File: src/core/pbt_pkg.sv
// Constants for the prescaler and time-base counter block.
// Assumes a 32-bit AHB-Lite register bus and a single clock, hclk.
package pbt_pkg;
    localparam int unsigned fast_width = 11;
    localparam int unsigned watch_width = 8;
    localparam int unsigned count_width = 8;
    localparam int unsigned mode_width = 4;
    localparam int unsigned sub_div_width = 3;
    // Mode register index as printed; byte address is four times it
    localparam logic [11:0] mode_index = 12'h00f;
    localparam logic [11:0] mode_addr = 12'h03c;
    localparam logic [11:0] status_addr = 12'h040;
    localparam logic [11:0] mask_addr = 12'h044;
    localparam logic [11:0] count_addr = 12'h048;
    localparam logic [3:0] mode_reset = 4'h0;
    localparam logic [fast_width-1:0] fast_reset = 11'h000;
    localparam logic [watch_width-1:0] watch_reset = 8'h00;
    localparam logic [count_width-1:0] count_reset = 8'h00;
    localparam logic [count_width-1:0] count_max = 8'hff;
    localparam int unsigned overflow_bit = 0;
    // Fast and watch prescaler tap masks: all ones in the low bits marks a period end
    localparam logic [fast_width-1:0] fast_tap_2048 = 11'h7ff;
    localparam logic [fast_width-1:0] fast_tap_1024 = 11'h3ff;
    localparam logic [fast_width-1:0] fast_tap_512 = 11'h1ff;
    localparam logic [fast_width-1:0] fast_tap_128 = 11'h07f;
    localparam logic [fast_width-1:0] fast_tap_32 = 11'h01f;
    localparam logic [fast_width-1:0] fast_tap_8 = 11'h007;
    localparam logic [fast_width-1:0] fast_tap_4 = 11'h003;
    localparam logic [fast_width-1:0] fast_tap_2 = 11'h001;
    localparam logic [watch_width-1:0] watch_tap_32 = 8'h1f;
    localparam logic [watch_width-1:0] watch_tap_16 = 8'h0f;
    localparam logic [watch_width-1:0] watch_tap_8 = 8'h07;
    localparam logic [watch_width-1:0] watch_tap_2 = 8'h01;
    localparam logic [sub_div_width-1:0] sub_div_last = 3'h7;
endpackage

File: src/core/pbt_top.sv
// Prescalers and 8-bit time-base counter with an AHB-Lite register slave.
// Assumes operating-mode inputs come from logic on hclk; the sub-oscillator
// clock arrives as a pin and is sampled, not used as a clock.
//
// Design decision made here: register access over AHB-Lite.
`timescale 1ns/10ps
module pbt_top (
    input wire logic hclk,
    input wire logic hresetn,
    input wire logic hsel,
    input wire logic [31:0] haddr,
    input wire logic [1:0] htrans,
    input wire logic hwrite,
    input wire logic [2:0] hsize,
    input wire logic [31:0] hwdata,
    input wire logic hready,
    output logic hreadyout,
    output logic hresp,
    output logic [31:0] hrdata,
    input wire logic sub_clk,
    input wire logic stop_mode,
    input wire logic watch_mode,
    input wire logic subactive_mode,
    output logic [10:0] fast_prescaler,
    output logic [7:0] watch_prescaler,
    output logic display_halt,
    output logic irq
);
    logic [10:0] fast_q;
    logic [7:0] watch_q;
    logic [7:0] count_q;
    logic [3:0] mode_q;
    logic [0:0] status_q;
    logic [0:0] status_d;
    logic [0:0] mask_q;
    logic [2:0] sub_div_q;
    logic sub_s1_q, sub_s2_q, sub_s3_q;
    logic wr_pend_q;
    logic [11:0] wr_addr_q;
    logic acc, rd_acc;
    logic sub_edge, watch_in_tick, fast_run, fast_step;
    logic tb_clear, tick, overflow, status_rd;
    logic [31:0] rdata;

    // Sub-oscillator pin: two-flop synchroniser, edge from the second stage
    always_ff @(posedge hclk or negedge hresetn) begin
        if (!hresetn) begin
            sub_s1_q <= 1'b0;
            sub_s2_q <= 1'b0;
            sub_s3_q <= 1'b0;
        end else begin
            sub_s1_q <= sub_clk;
            sub_s2_q <= sub_s1_q;
            sub_s3_q <= sub_s2_q;
        end
    end
    assign sub_edge = sub_s2_q & ~sub_s3_q;

    // Divide-by-eight ahead of the watch prescaler
    always_ff @(posedge hclk or negedge hresetn) begin
        if (!hresetn) begin
            sub_div_q <= '0;
        end else if (sub_edge && !stop_mode) begin
            sub_div_q <= sub_div_q + 3'h1;
        end
    end
    assign watch_in_tick = sub_edge && !stop_mode &&
        (sub_div_q == pbt_pkg::sub_div_last);

    assign fast_run = !stop_mode && !watch_mode;
    assign fast_step = fast_run && (subactive_mode ? sub_edge : 1'b1);

    always_ff @(posedge hclk or negedge hresetn) begin
        if (!hresetn) begin
            fast_q <= pbt_pkg::fast_reset;
        end else if (fast_step) begin
            fast_q <= fast_q + 11'h001;
        end
    end

    assign tb_clear = mode_q[3] && mode_q[2] && mode_q[1];

    always_ff @(posedge hclk or negedge hresetn) begin
        if (!hresetn) begin
            watch_q <= pbt_pkg::watch_reset;
        end else if (tb_clear) begin
            watch_q <= pbt_pkg::watch_reset;
        end else if (watch_in_tick) begin
            watch_q <= watch_q + 8'h01;
        end
    end

    // Counter tick: a tap fires when its low prescaler bits are all ones
    always_comb begin
        tick = 1'b0;
        if (!mode_q[3]) begin
            case (mode_q[2:0])
                3'h0: tick = (fast_q & pbt_pkg::fast_tap_2048) ==
                    pbt_pkg::fast_tap_2048;
                3'h1: tick = (fast_q & pbt_pkg::fast_tap_1024) ==
                    pbt_pkg::fast_tap_1024;
                3'h2: tick = (fast_q & pbt_pkg::fast_tap_512) ==
                    pbt_pkg::fast_tap_512;
                3'h3: tick = (fast_q & pbt_pkg::fast_tap_128) ==
                    pbt_pkg::fast_tap_128;
                3'h4: tick = (fast_q & pbt_pkg::fast_tap_32) ==
                    pbt_pkg::fast_tap_32;
                3'h5: tick = (fast_q & pbt_pkg::fast_tap_8) ==
                    pbt_pkg::fast_tap_8;
                3'h6: tick = (fast_q & pbt_pkg::fast_tap_4) ==
                    pbt_pkg::fast_tap_4;
                default: tick = (fast_q & pbt_pkg::fast_tap_2) ==
                    pbt_pkg::fast_tap_2;
            endcase
            tick = tick && fast_step;
        end else begin
            case (mode_q[2:0])
                3'h0: tick = (watch_q & pbt_pkg::watch_tap_32) ==
                    pbt_pkg::watch_tap_32;
                3'h1: tick = (watch_q & pbt_pkg::watch_tap_16) ==
                    pbt_pkg::watch_tap_16;
                3'h2: tick = (watch_q & pbt_pkg::watch_tap_8) ==
                    pbt_pkg::watch_tap_8;
                3'h3: tick = (watch_q & pbt_pkg::watch_tap_2) ==
                    pbt_pkg::watch_tap_2;
                3'h4: tick = 1'b1;
                default: tick = 1'b0;
            endcase
            tick = tick && watch_in_tick && !tb_clear;
        end
    end

    assign overflow = tick && (count_q == pbt_pkg::count_max);

    always_ff @(posedge hclk or negedge hresetn) begin
        if (!hresetn) begin
            count_q <= pbt_pkg::count_reset;
        end else if (tb_clear) begin
            count_q <= pbt_pkg::count_reset;
        end else if (tick) begin
            count_q <= count_q + 8'h01;
        end
    end

    // Bus: zero wait states, every transfer answered OKAY
    assign acc = hsel && hready && htrans[1];
    assign rd_acc = acc && !hwrite;
    assign status_rd = rd_acc && (haddr[11:0] == pbt_pkg::status_addr);

    always_comb begin
        rdata = 32'h0000_0000;
        case (haddr[11:0])
            pbt_pkg::status_addr: rdata[0] = status_q[0];
            pbt_pkg::mask_addr: rdata[0] = mask_q[0];
            pbt_pkg::count_addr: rdata[7:0] = count_q;
            default: rdata = 32'h0000_0000; // Mode reads zero: write-only
        endcase
    end

    always_ff @(posedge hclk or negedge hresetn) begin
        if (!hresetn) begin
            wr_pend_q <= 1'b0;
            wr_addr_q <= '0;
            hrdata <= 32'h0000_0000;
        end else begin
            wr_pend_q <= acc && hwrite;
            if (acc) begin
                wr_addr_q <= haddr[11:0];
            end
            if (rd_acc) begin
                hrdata <= rdata;
            end
        end
    end

    always_ff @(posedge hclk or negedge hresetn) begin
        if (!hresetn) begin
            mode_q <= pbt_pkg::mode_reset;
            mask_q <= '0;
        end else if (wr_pend_q) begin
            if (wr_addr_q == pbt_pkg::mode_addr) begin
                mode_q <= hwdata[3:0];
            end
            if (wr_addr_q == pbt_pkg::mask_addr) begin
                mask_q <= hwdata[0:0];
            end
        end
    end

    // Set beats the read-clear so an overflow in the read cycle survives
    always_comb begin
        status_d = status_q;
        if (status_rd) begin
            status_d = '0;
        end
        if (overflow) begin
            status_d[pbt_pkg::overflow_bit] = 1'b1;
        end
    end

    always_ff @(posedge hclk or negedge hresetn) begin
        if (!hresetn) begin
            status_q <= '0;
            irq <= 1'b0;
            hreadyout <= 1'b0;
            hresp <= 1'b0;
            fast_prescaler <= pbt_pkg::fast_reset;
            watch_prescaler <= pbt_pkg::watch_reset;
            display_halt <= 1'b0;
        end else begin
            status_q <= status_d;
            irq <= |(status_d & mask_q);
            hreadyout <= 1'b1;
            hresp <= 1'b0;
            fast_prescaler <= fast_q;
            watch_prescaler <= watch_q;
            display_halt <= tb_clear;
        end
    end
endmodule // pbt_top

File: config.mk
export PLATFORM = sky130hd
export DESIGN_NAME = pbt_top
export DESIGN_NICKNAME = d
export VERILOG_FILES = /design/src/core/pbt_pkg.sv /design/src/core/pbt_top.sv
export SDC_FILE = /design/constraint.sdc
export NUM_CORES = 1
export LEC_CHECK = 0
export BUFFER_PORTS_ARGS = -buffer_cell sky130_fd_sc_hd__buf_2
export CAP_MARGIN = 10
export CORE_MARGIN = 4
export CORE_UTILIZATION = 50
export CTS_CLUSTER_SIZE = 40
export DETAILED_ROUTE_END_ITERATION = 8
export PLACE_DENSITY = 0.78
export SYNTH_ARGS = -nofsm -noshare
export SYNTH_HDL_FRONTEND = slang
export SYNTH_SLANG_ARGS = --single-unit
File: constraint.sdc
create_clock -name hclk -period 6 [get_ports hclk]
set_input_delay 0.6 -clock hclk [delete_from_list [all_inputs] [get_ports hclk]]
set_output_delay 0.6 -clock hclk [all_outputs]
set_load 0.02 [all_outputs]
==> results.cfg, run 1 <==
[outcome]
status = complete, no violations

[grt]
grt_pass1_vias = 2327
grt_pass1_wl_um = 10800
grt_usage = 0.155
grt_max_degree = 83
grt-ovfl-total = 0
antenna_found_initial = 0

[synthesis]
synth-simple-area-share = 0.146
synth_edf_count = 0
syn_area_per_cell_um2 = 12.0
syn_area_mm2 = 0.00379
synth_compound_area_frac = 0.0790
ys_async_sr_fraction = 1.00
muxShareOfSynthArea = 0.100
ys_ff_latch = 82
yosys.area.top_type_share = 0.542
synth_xor_area_frac = 0.0278
yosysTopAreaCell = dfrtp_1
seq_area_frac_synth = 0.542
synth_fa_ha_area_frac = 0.0330
synth_area_leaders = dfrtp_1 (54%), mux2_2 (7.1%), buf_4 (5.0%)
synth_most_common_cell = dfrtp_1
yosysWarnings = 0
synth_top_family_by_area = simple AND/OR/NAND/NOR gates
syn_inst = 315
ys.flop_type = dfrtp_1
synth.top_cells.by_count = dfrtp_1 (82), buf_4 (25), mux2_2 (24)
ys_types = 49

[timing]
max_freq_ghz = 0.390
hold_viol = 0
period_share = 0.428
rsz0062_at_grt = false
period_needed_ps = 2570
worstMarginPinSlew_ps = 996
drv_slew = 0
setup_tns_ps = 0
maxSlewHeadroom = 0.336
skew_ps = 7.46
setup_viol = 0

[layout]
syn_to_final_growth_pct = 11.2
layout.nets = 460
diodes = 0
drive_gt1_frac = 0.292
n_fill_cell = 665
fin_cells = 476
final_core_utilization = 0.578

[place]
dpl.hpwl_um = 4800
place_congestion = 0.776
portBuffers = 55
placed_cells = 460

[detailed_routing]
drtIter0Drc = 113
met3_length_um = 326
drt_first_pass_iters = 4
wl_met2_um = 3190
routed_wl_um = 6520
drtAntennaViolNets = 0
wl_met1_um = 2880
route.vias.total = 2433
routed.top_layer = met4
viasPerCell = 5.11
wire_per_inst_um = 13.7
drc = 0

[floorplanning]
core_mm2 = 0.00729
row_count = 31
die_height_um = 95.0
die_area_mm2 = 0.00903
io_pins = 133
initial_utilization = 0.519
die_x_um = 95.0

[setup_path]
worstPathCellList = ha_1, nand4_1, nor2_1, ha_1, and2b_1, o21ai_0, a2bb2oi_1, nand2_1, o311ai_2, mux2i_1
slowest_delay_ps = 430
cp.arrival_ps = 2840
crit_fanout = 5
required_ps = 6270
crit_path_start_kind = flip-flop
cpMostUsedCell = ha_1
critPathCaptureType = flip-flop
cp_top_family = compound AO/OA/AOI/OAI gates
cpMaxStageDelayCell = dfrtp_1
crit_type = reg2reg
path_buf_inv = 0

[clock_network]
cts_buffers = 9
clk_path_buf_depth = 2
clkTransAtPathRegs_ps = 80
clkLatencyLatePin_ps = 350
cts_setup_buffers = 0
post_cts_resized = 0
cts_htree_levels = 3
cts_tree = built
cts.sinks = 82
cts_hold_repair.buffers = 0
cts-root-buf = clkbuf_8

[power_and_ir_drop]
vdd_ir_drop_max_uv = 140
p_leak_nw = 2.12
p_per_area_mw_per_mm2 = 282

[job]
drv_cap = 0

[min_path]
hold_class = reg2reg
## placed cells by master (no fill, tap or decap), types with 3 or more instances in the layout
cell type / netlist / routed
nand3_1: 15 / 15
o21ai_0: 5 / 5
mux2_2: 24 / 24
nor2_1: 20 / 20
or2_2: 3 / 3
ha_1: 10 / 10
conb_1: 2 / 26
clkbuf_8: 0 / 10
nand4_1: 7 / 7
dfrtp_1: 82 / 82
nor3_1: 5 / 5
xor2_1: 7 / 7
and3_1: 8 / 8
buf_2: 2 / 54
xnor2_1: 5 / 5
nand2b_1: 7 / 7
a22o_1: 7 / 7
clkinv_2: 0 / 3
inv_1: 5 / 5
mux2i_1: 11 / 11
nand2_1: 23 / 23
## final timing paths
path	start	to	cells after the start	slack, ps
max	fast_q[0]$_DFFE_PN0P_	count_q[6]$_DFFE_PN0P_	10	3430
min	sub_s1_q$_DFF_PN0_	sub_s2_q$_DFF_PN0_	0	350
max reg2reg	fast_q[0]$_DFFE_PN0P_	count_q[6]$_DFFE_PN0P_	10	3430
min reg2reg	sub_s1_q$_DFF_PN0_	sub_s2_q$_DFF_PN0_	0	350
max in group asynchronous	hresetn	count_q[5]$_DFFE_PN0P_	1	4940
min in group asynchronous	hresetn	fast_prescaler[9]$_DFF_PN0_	1	410
## kinds of logic after synthesis
family	after synthesis
AND/OR/NAND/NOR	103
flip-flops	82
buffers and inverters	39
multiplexers	35
AO/OA/AOI/OAI	32
XOR/XNOR	12
adder cells (fa/ha/maj)	10
other	2
## flip-flops by register name, indices dropped and copies added (netlist names), 3 cells and up
signal	count
count_q	8
fast_prescaler	11
fast_q	11
hrdata	8
mode_q	4
sub_div_q	3
watch_prescaler	8
watch_q	8
wr_addr_q	12
## where the power goes
group / internal, mW / leakage, nW / switching, mW / total (mW)
Sequential: 0.617 / 1.07 / 0.0482 / 0.665
Clock: 0.159 / 0.0851 / 0.191 / 0.350
Combinational: 0.0749 / 0.960 / 0.0974 / 0.172
## through the flow
stage                     setup WS (ps)  hold slack, ps  power (mW)  area, um^2
after floorplan                    3880             304       0.799        3880
after global placement             3490             333       0.841        4040
after detailed placement           3410             335       0.853        4040
after CTS                          3390             338        1.20        4210
after global routing               3070             348        1.26        4210
final                              3430             351        1.19        4210
## cell type report
cell class,count,area (um^2),area share
inverters,5,18.8,0.00446
well taps,99,124,0.0294
flip-flops and latches,82,2050,0.487
clock buffers,11,141,0.0336
multi-input cells,218,1560,0.370
repair buffers,56,285,0.0677
clock inverters,5,30.0,0.00713
## metal layers
| layer | vias up | global-route usage |
|---|---|---|
| met5 | - | 0 |
| met4 | 0 | 0.0649 |
| met3 | 9 | 0.0426 |
| met2 | 50 | 0.255 |
| met1 | 1194 | 0.193 |
| li1 | 1180 | - |
(Power assumes the default switching activity.)
==> run 2: changes to the inputs <==
--- a/config.mk
+++ b/config.mk
@@ -5,13 +5,14 @@
 export SDC_FILE = /design/constraint.sdc
 export NUM_CORES = 1
 export LEC_CHECK = 0
+export ABC_AREA = 1
 export BUFFER_PORTS_ARGS = -buffer_cell sky130_fd_sc_hd__buf_2
 export CAP_MARGIN = 10
 export CORE_MARGIN = 4
-export CORE_UTILIZATION = 50
+export CORE_UTILIZATION = 45
 export CTS_CLUSTER_SIZE = 40
 export DETAILED_ROUTE_END_ITERATION = 8
-export PLACE_DENSITY = 0.78
+export PLACE_DENSITY = 0.74
 export SYNTH_ARGS = -nofsm -noshare
 export SYNTH_HDL_FRONTEND = slang
 export SYNTH_SLANG_ARGS = --single-unit
==> constraint.sdc (replaced) <==
create_clock -name hclk -period 2.05 [get_ports hclk]
set_input_delay 0.205 -clock hclk [delete_from_list [all_inputs] [get_ports hclk]]
set_output_delay 0.205 -clock hclk [all_outputs]
set_load 0.02 [all_outputs]
==> run 2 against run 1 <==
Largest cell class unchanged. Power grew to 3.0 times the previous value. Flip-flop and latch count did not move. Synthesized area decreased by 1.1%. Maximum frequency grew 34%.
==> results.cfg, run 2 <==
[power_and_ir_drop]
p_per_area_mw_per_mm2 = 821
vdd_ir_drop_max_uv = 390
power_frac_comb = 0.148
p_leak_nw = 2.32
p_int_mw = 2.57
swShare = 0.278
pwr-share-seq = 0.530
p_sw_mw = 0.992
power_mw = 3.57
clock_power_share = 0.322

[synthesis]
ys.flop_type = dfrtp_1
syn_inst = 397
ys_async_sr_fraction = 1.00
seq_area_frac_synth = 0.548
yosysTopAreaCell = dfrtp_1
synth.top_cells.by_count = nand2_1 (84), dfrtp_1 (82), nand3_1 (34)
synth_most_common_cell = nand2_1
ys_ff_latch = 82
synth_area_leaders = dfrtp_1 (55%), nand2_1 (8.4%), buf_4 (5.4%)
yosys.area.top_type_share = 0.548
syn_area_per_cell_um2 = 9.43
yosysWarnings = 0
synth_edf_count = 0
ys_types = 32
syn_area_mm2 = 0.00374

[grt]
grt_pass1_vias = 2651
grt_max_degree = 47
grt_pass1_wl_um = 11600
grt_usage = 0.146
grt-ovfl-total = 0
antenna_found_initial = 0

[layout]
final_common_cell = nand2_1
layout.nets = 554
final_cell_area_mm2 = 0.00434
drive_gt1_frac = 0.242
final_core_utilization = 0.531
top_register = wr_addr_q
fin_cells = 576
layout_common_cells = nand2_1 (83), dfrtp_1 (82), buf_2 (54)
diodes = 0
n_fill_cell = 734
largest_reg_flops = 12
reg_top3 = wr_addr_q: 12 flops, fast_prescaler: 11 flops, fast_q: 11 flops
syn_to_final_growth_pct = 16.0

[timing]
max_freq_ghz = 0.524
period_share = 0.931
setup_tns_ps = 0
hold_viol = 0
worstMarginPinSlew_ps = 514
drv_slew = 0
maxSlewHeadroom = 0.654
skew_ps = 8.57
hold-worst-slack_ps = 103
layout_setup_ws_ps = 141
rsz0062_at_grt = false
setup_viol = 0
period_needed_ps = 1910

[clock_network]
cts_tree = built
cts.sinks = 82
clkTransAtPathRegs_ps = 80
clkLatencyLatePin_ps = 350
cts_htree_levels = 3
clk_path_buf_depth = 2
cts-root-buf = clkbuf_8
cts_buffers = 9

[detailed_routing]
drt_first_pass_iters = 4
routed_wl_um = 6870
drtAntennaViolNets = 0
drtIter0Drc = 107
viasPerCell = 4.73
wire_per_inst_um = 11.9
route.vias.total = 2726
drc = 0

[setup_path]
required_ps = 2290
reg2regPathDepth = 15
r2r_end = count_q[3]$_DFFE_PN0P_
cp.arrival_ps = 2150
slowest_delay_ps = 400
crit_path_start_kind = flip-flop
cpMaxStageDelayCell = dfrtp_1
critPathCaptureType = flip-flop
rrSetupSlack_ps = 140
rr_startpoint = fast_q[1]$_DFFE_PN0P_
worstPathCellList = ha_2, nand2_2, nor2_4, nand2_2, nor2_1, ha_2, inv_2, nor2_2, nor2_1, nand3_1, nand2_4, nand2_8, nor2_8, nand2_1, nand2_1
crit_type = reg2reg
crit_fanout = 8

[floorplanning]
io_pins = 133
die_area_mm2 = 0.00985
row_count = 33
die_height_um = 99.2
die_x_um = 99.2
initial_utilization = 0.458
core_mm2 = 0.00818

[min_path]
min_from = hwdata[1]
hold_end = mode_q[1]$_DFFE_PN0P_
min_path_cells = 3
hold_class = in2reg

[place]
dpl.hpwl_um = 4970
placed_cells = 556
place_ws_ps = 138
place_congestion = 0.769
portBuffers = 55
placed_cell_area_mm2 = 0.00408

[job]
drv_cap = 0

[outcome]
status = complete, no violations
## run 2: power groups by stage
| stage | combinational (mW) | sequential, mW | clock [mW] |
|---|---|---|---|
| 2_1_floorplan | 0.282 | 1.97 | 0 |
| 3_3_place_gp | 0.493 | 1.91 | 0 |
| 5_1_grt | 0.595 | 1.91 | 1.26 |
| 3_5_place_dp | 0.502 | 1.92 | 0 |
| 6_report | 0.527 | 1.89 | 1.15 |
| 4_1_cts | 0.508 | 1.89 | 1.18 |
## run 2: worst max-delay path by stage
| stage | cells past startpoint | startpoint | slack, ps | to |
|---|---|---|---|---|
| floorplan | 15 | fast_q[0]$_DFFE_PN0P_ | 270 | count_q[0]$_DFFE_PN0P_ |
| global placement | 14 | fast_q[1]$_DFFE_PN0P_ | 160 | irq$_DFF_PN0_ |
| detailed placement | 15 | fast_q[1]$_DFFE_PN0P_ | 140 | count_q[4]$_DFFE_PN0P_ |
| CTS | 15 | fast_q[1]$_DFFE_PN0P_ | 110 | count_q[4]$_DFFE_PN0P_ |
| global route | 15 | fast_q[1]$_DFFE_PN0P_ | 1 | count_q[3]$_DFFE_PN0P_ |
| finish | 15 | fast_q[1]$_DFFE_PN0P_ | 140 | count_q[3]$_DFFE_PN0P_ |
## run 2: what timing repair did
item	CTS	global route
resized for setup	0	9
hold buffers	2	0
setup buffers	0	1
endpoints found under the hold margin	37	0
setup endpoints to repair	0	9
## run 2: logic make-up after synthesis
kind of cell             count (synthesis)  synth area share
flip-flops                              82             0.548
AND/OR/NAND/NOR                        185             0.247
buffers and inverters                   72            0.0992
other                                    2           0.00201
XOR/XNOR                                 8            0.0187
AO/OA/AOI/OAI                           38            0.0518
adder cells (fa/ha/maj)                 10            0.0334
## run 2: routing by layer
layer | up-vias | track usage | part of all wire | wire length [um]
li1 | 1366 | - | - | -
met1 | 1279 | 0.177 | 0.42 | 2870
met2 | 71 | 0.245 | 0.50 | 3430
met3 | 10 | 0.0421 | 0.065 | 450
met4 | 0 | 0.0599 | 0.018 | 121
met5 | - | 0 | 0 | 0
## run 2: cell type report
cell class | count | area (um^2) | share of cell area
clock inverter | 5 | 53.8 | 0.0124
inverter | 42 | 158 | 0.0363
clock buffer | 11 | 141 | 0.0326
tap | 105 | 131 | 0.0303
sequential | 82 | 2050 | 0.472
timing repair buffer | 63 | 355 | 0.0818
multi-input combinational | 268 | 1450 | 0.334
## run 2: worst max-delay path, delay by kind of cell (launching register included)
family / cells / cell delay [ps]
AND/OR/NAND/NOR: 12 / 950
flip-flops: 1 / 400
adder cells (fa/ha/maj): 2 / 390
buffers and inverters: 1 / 30
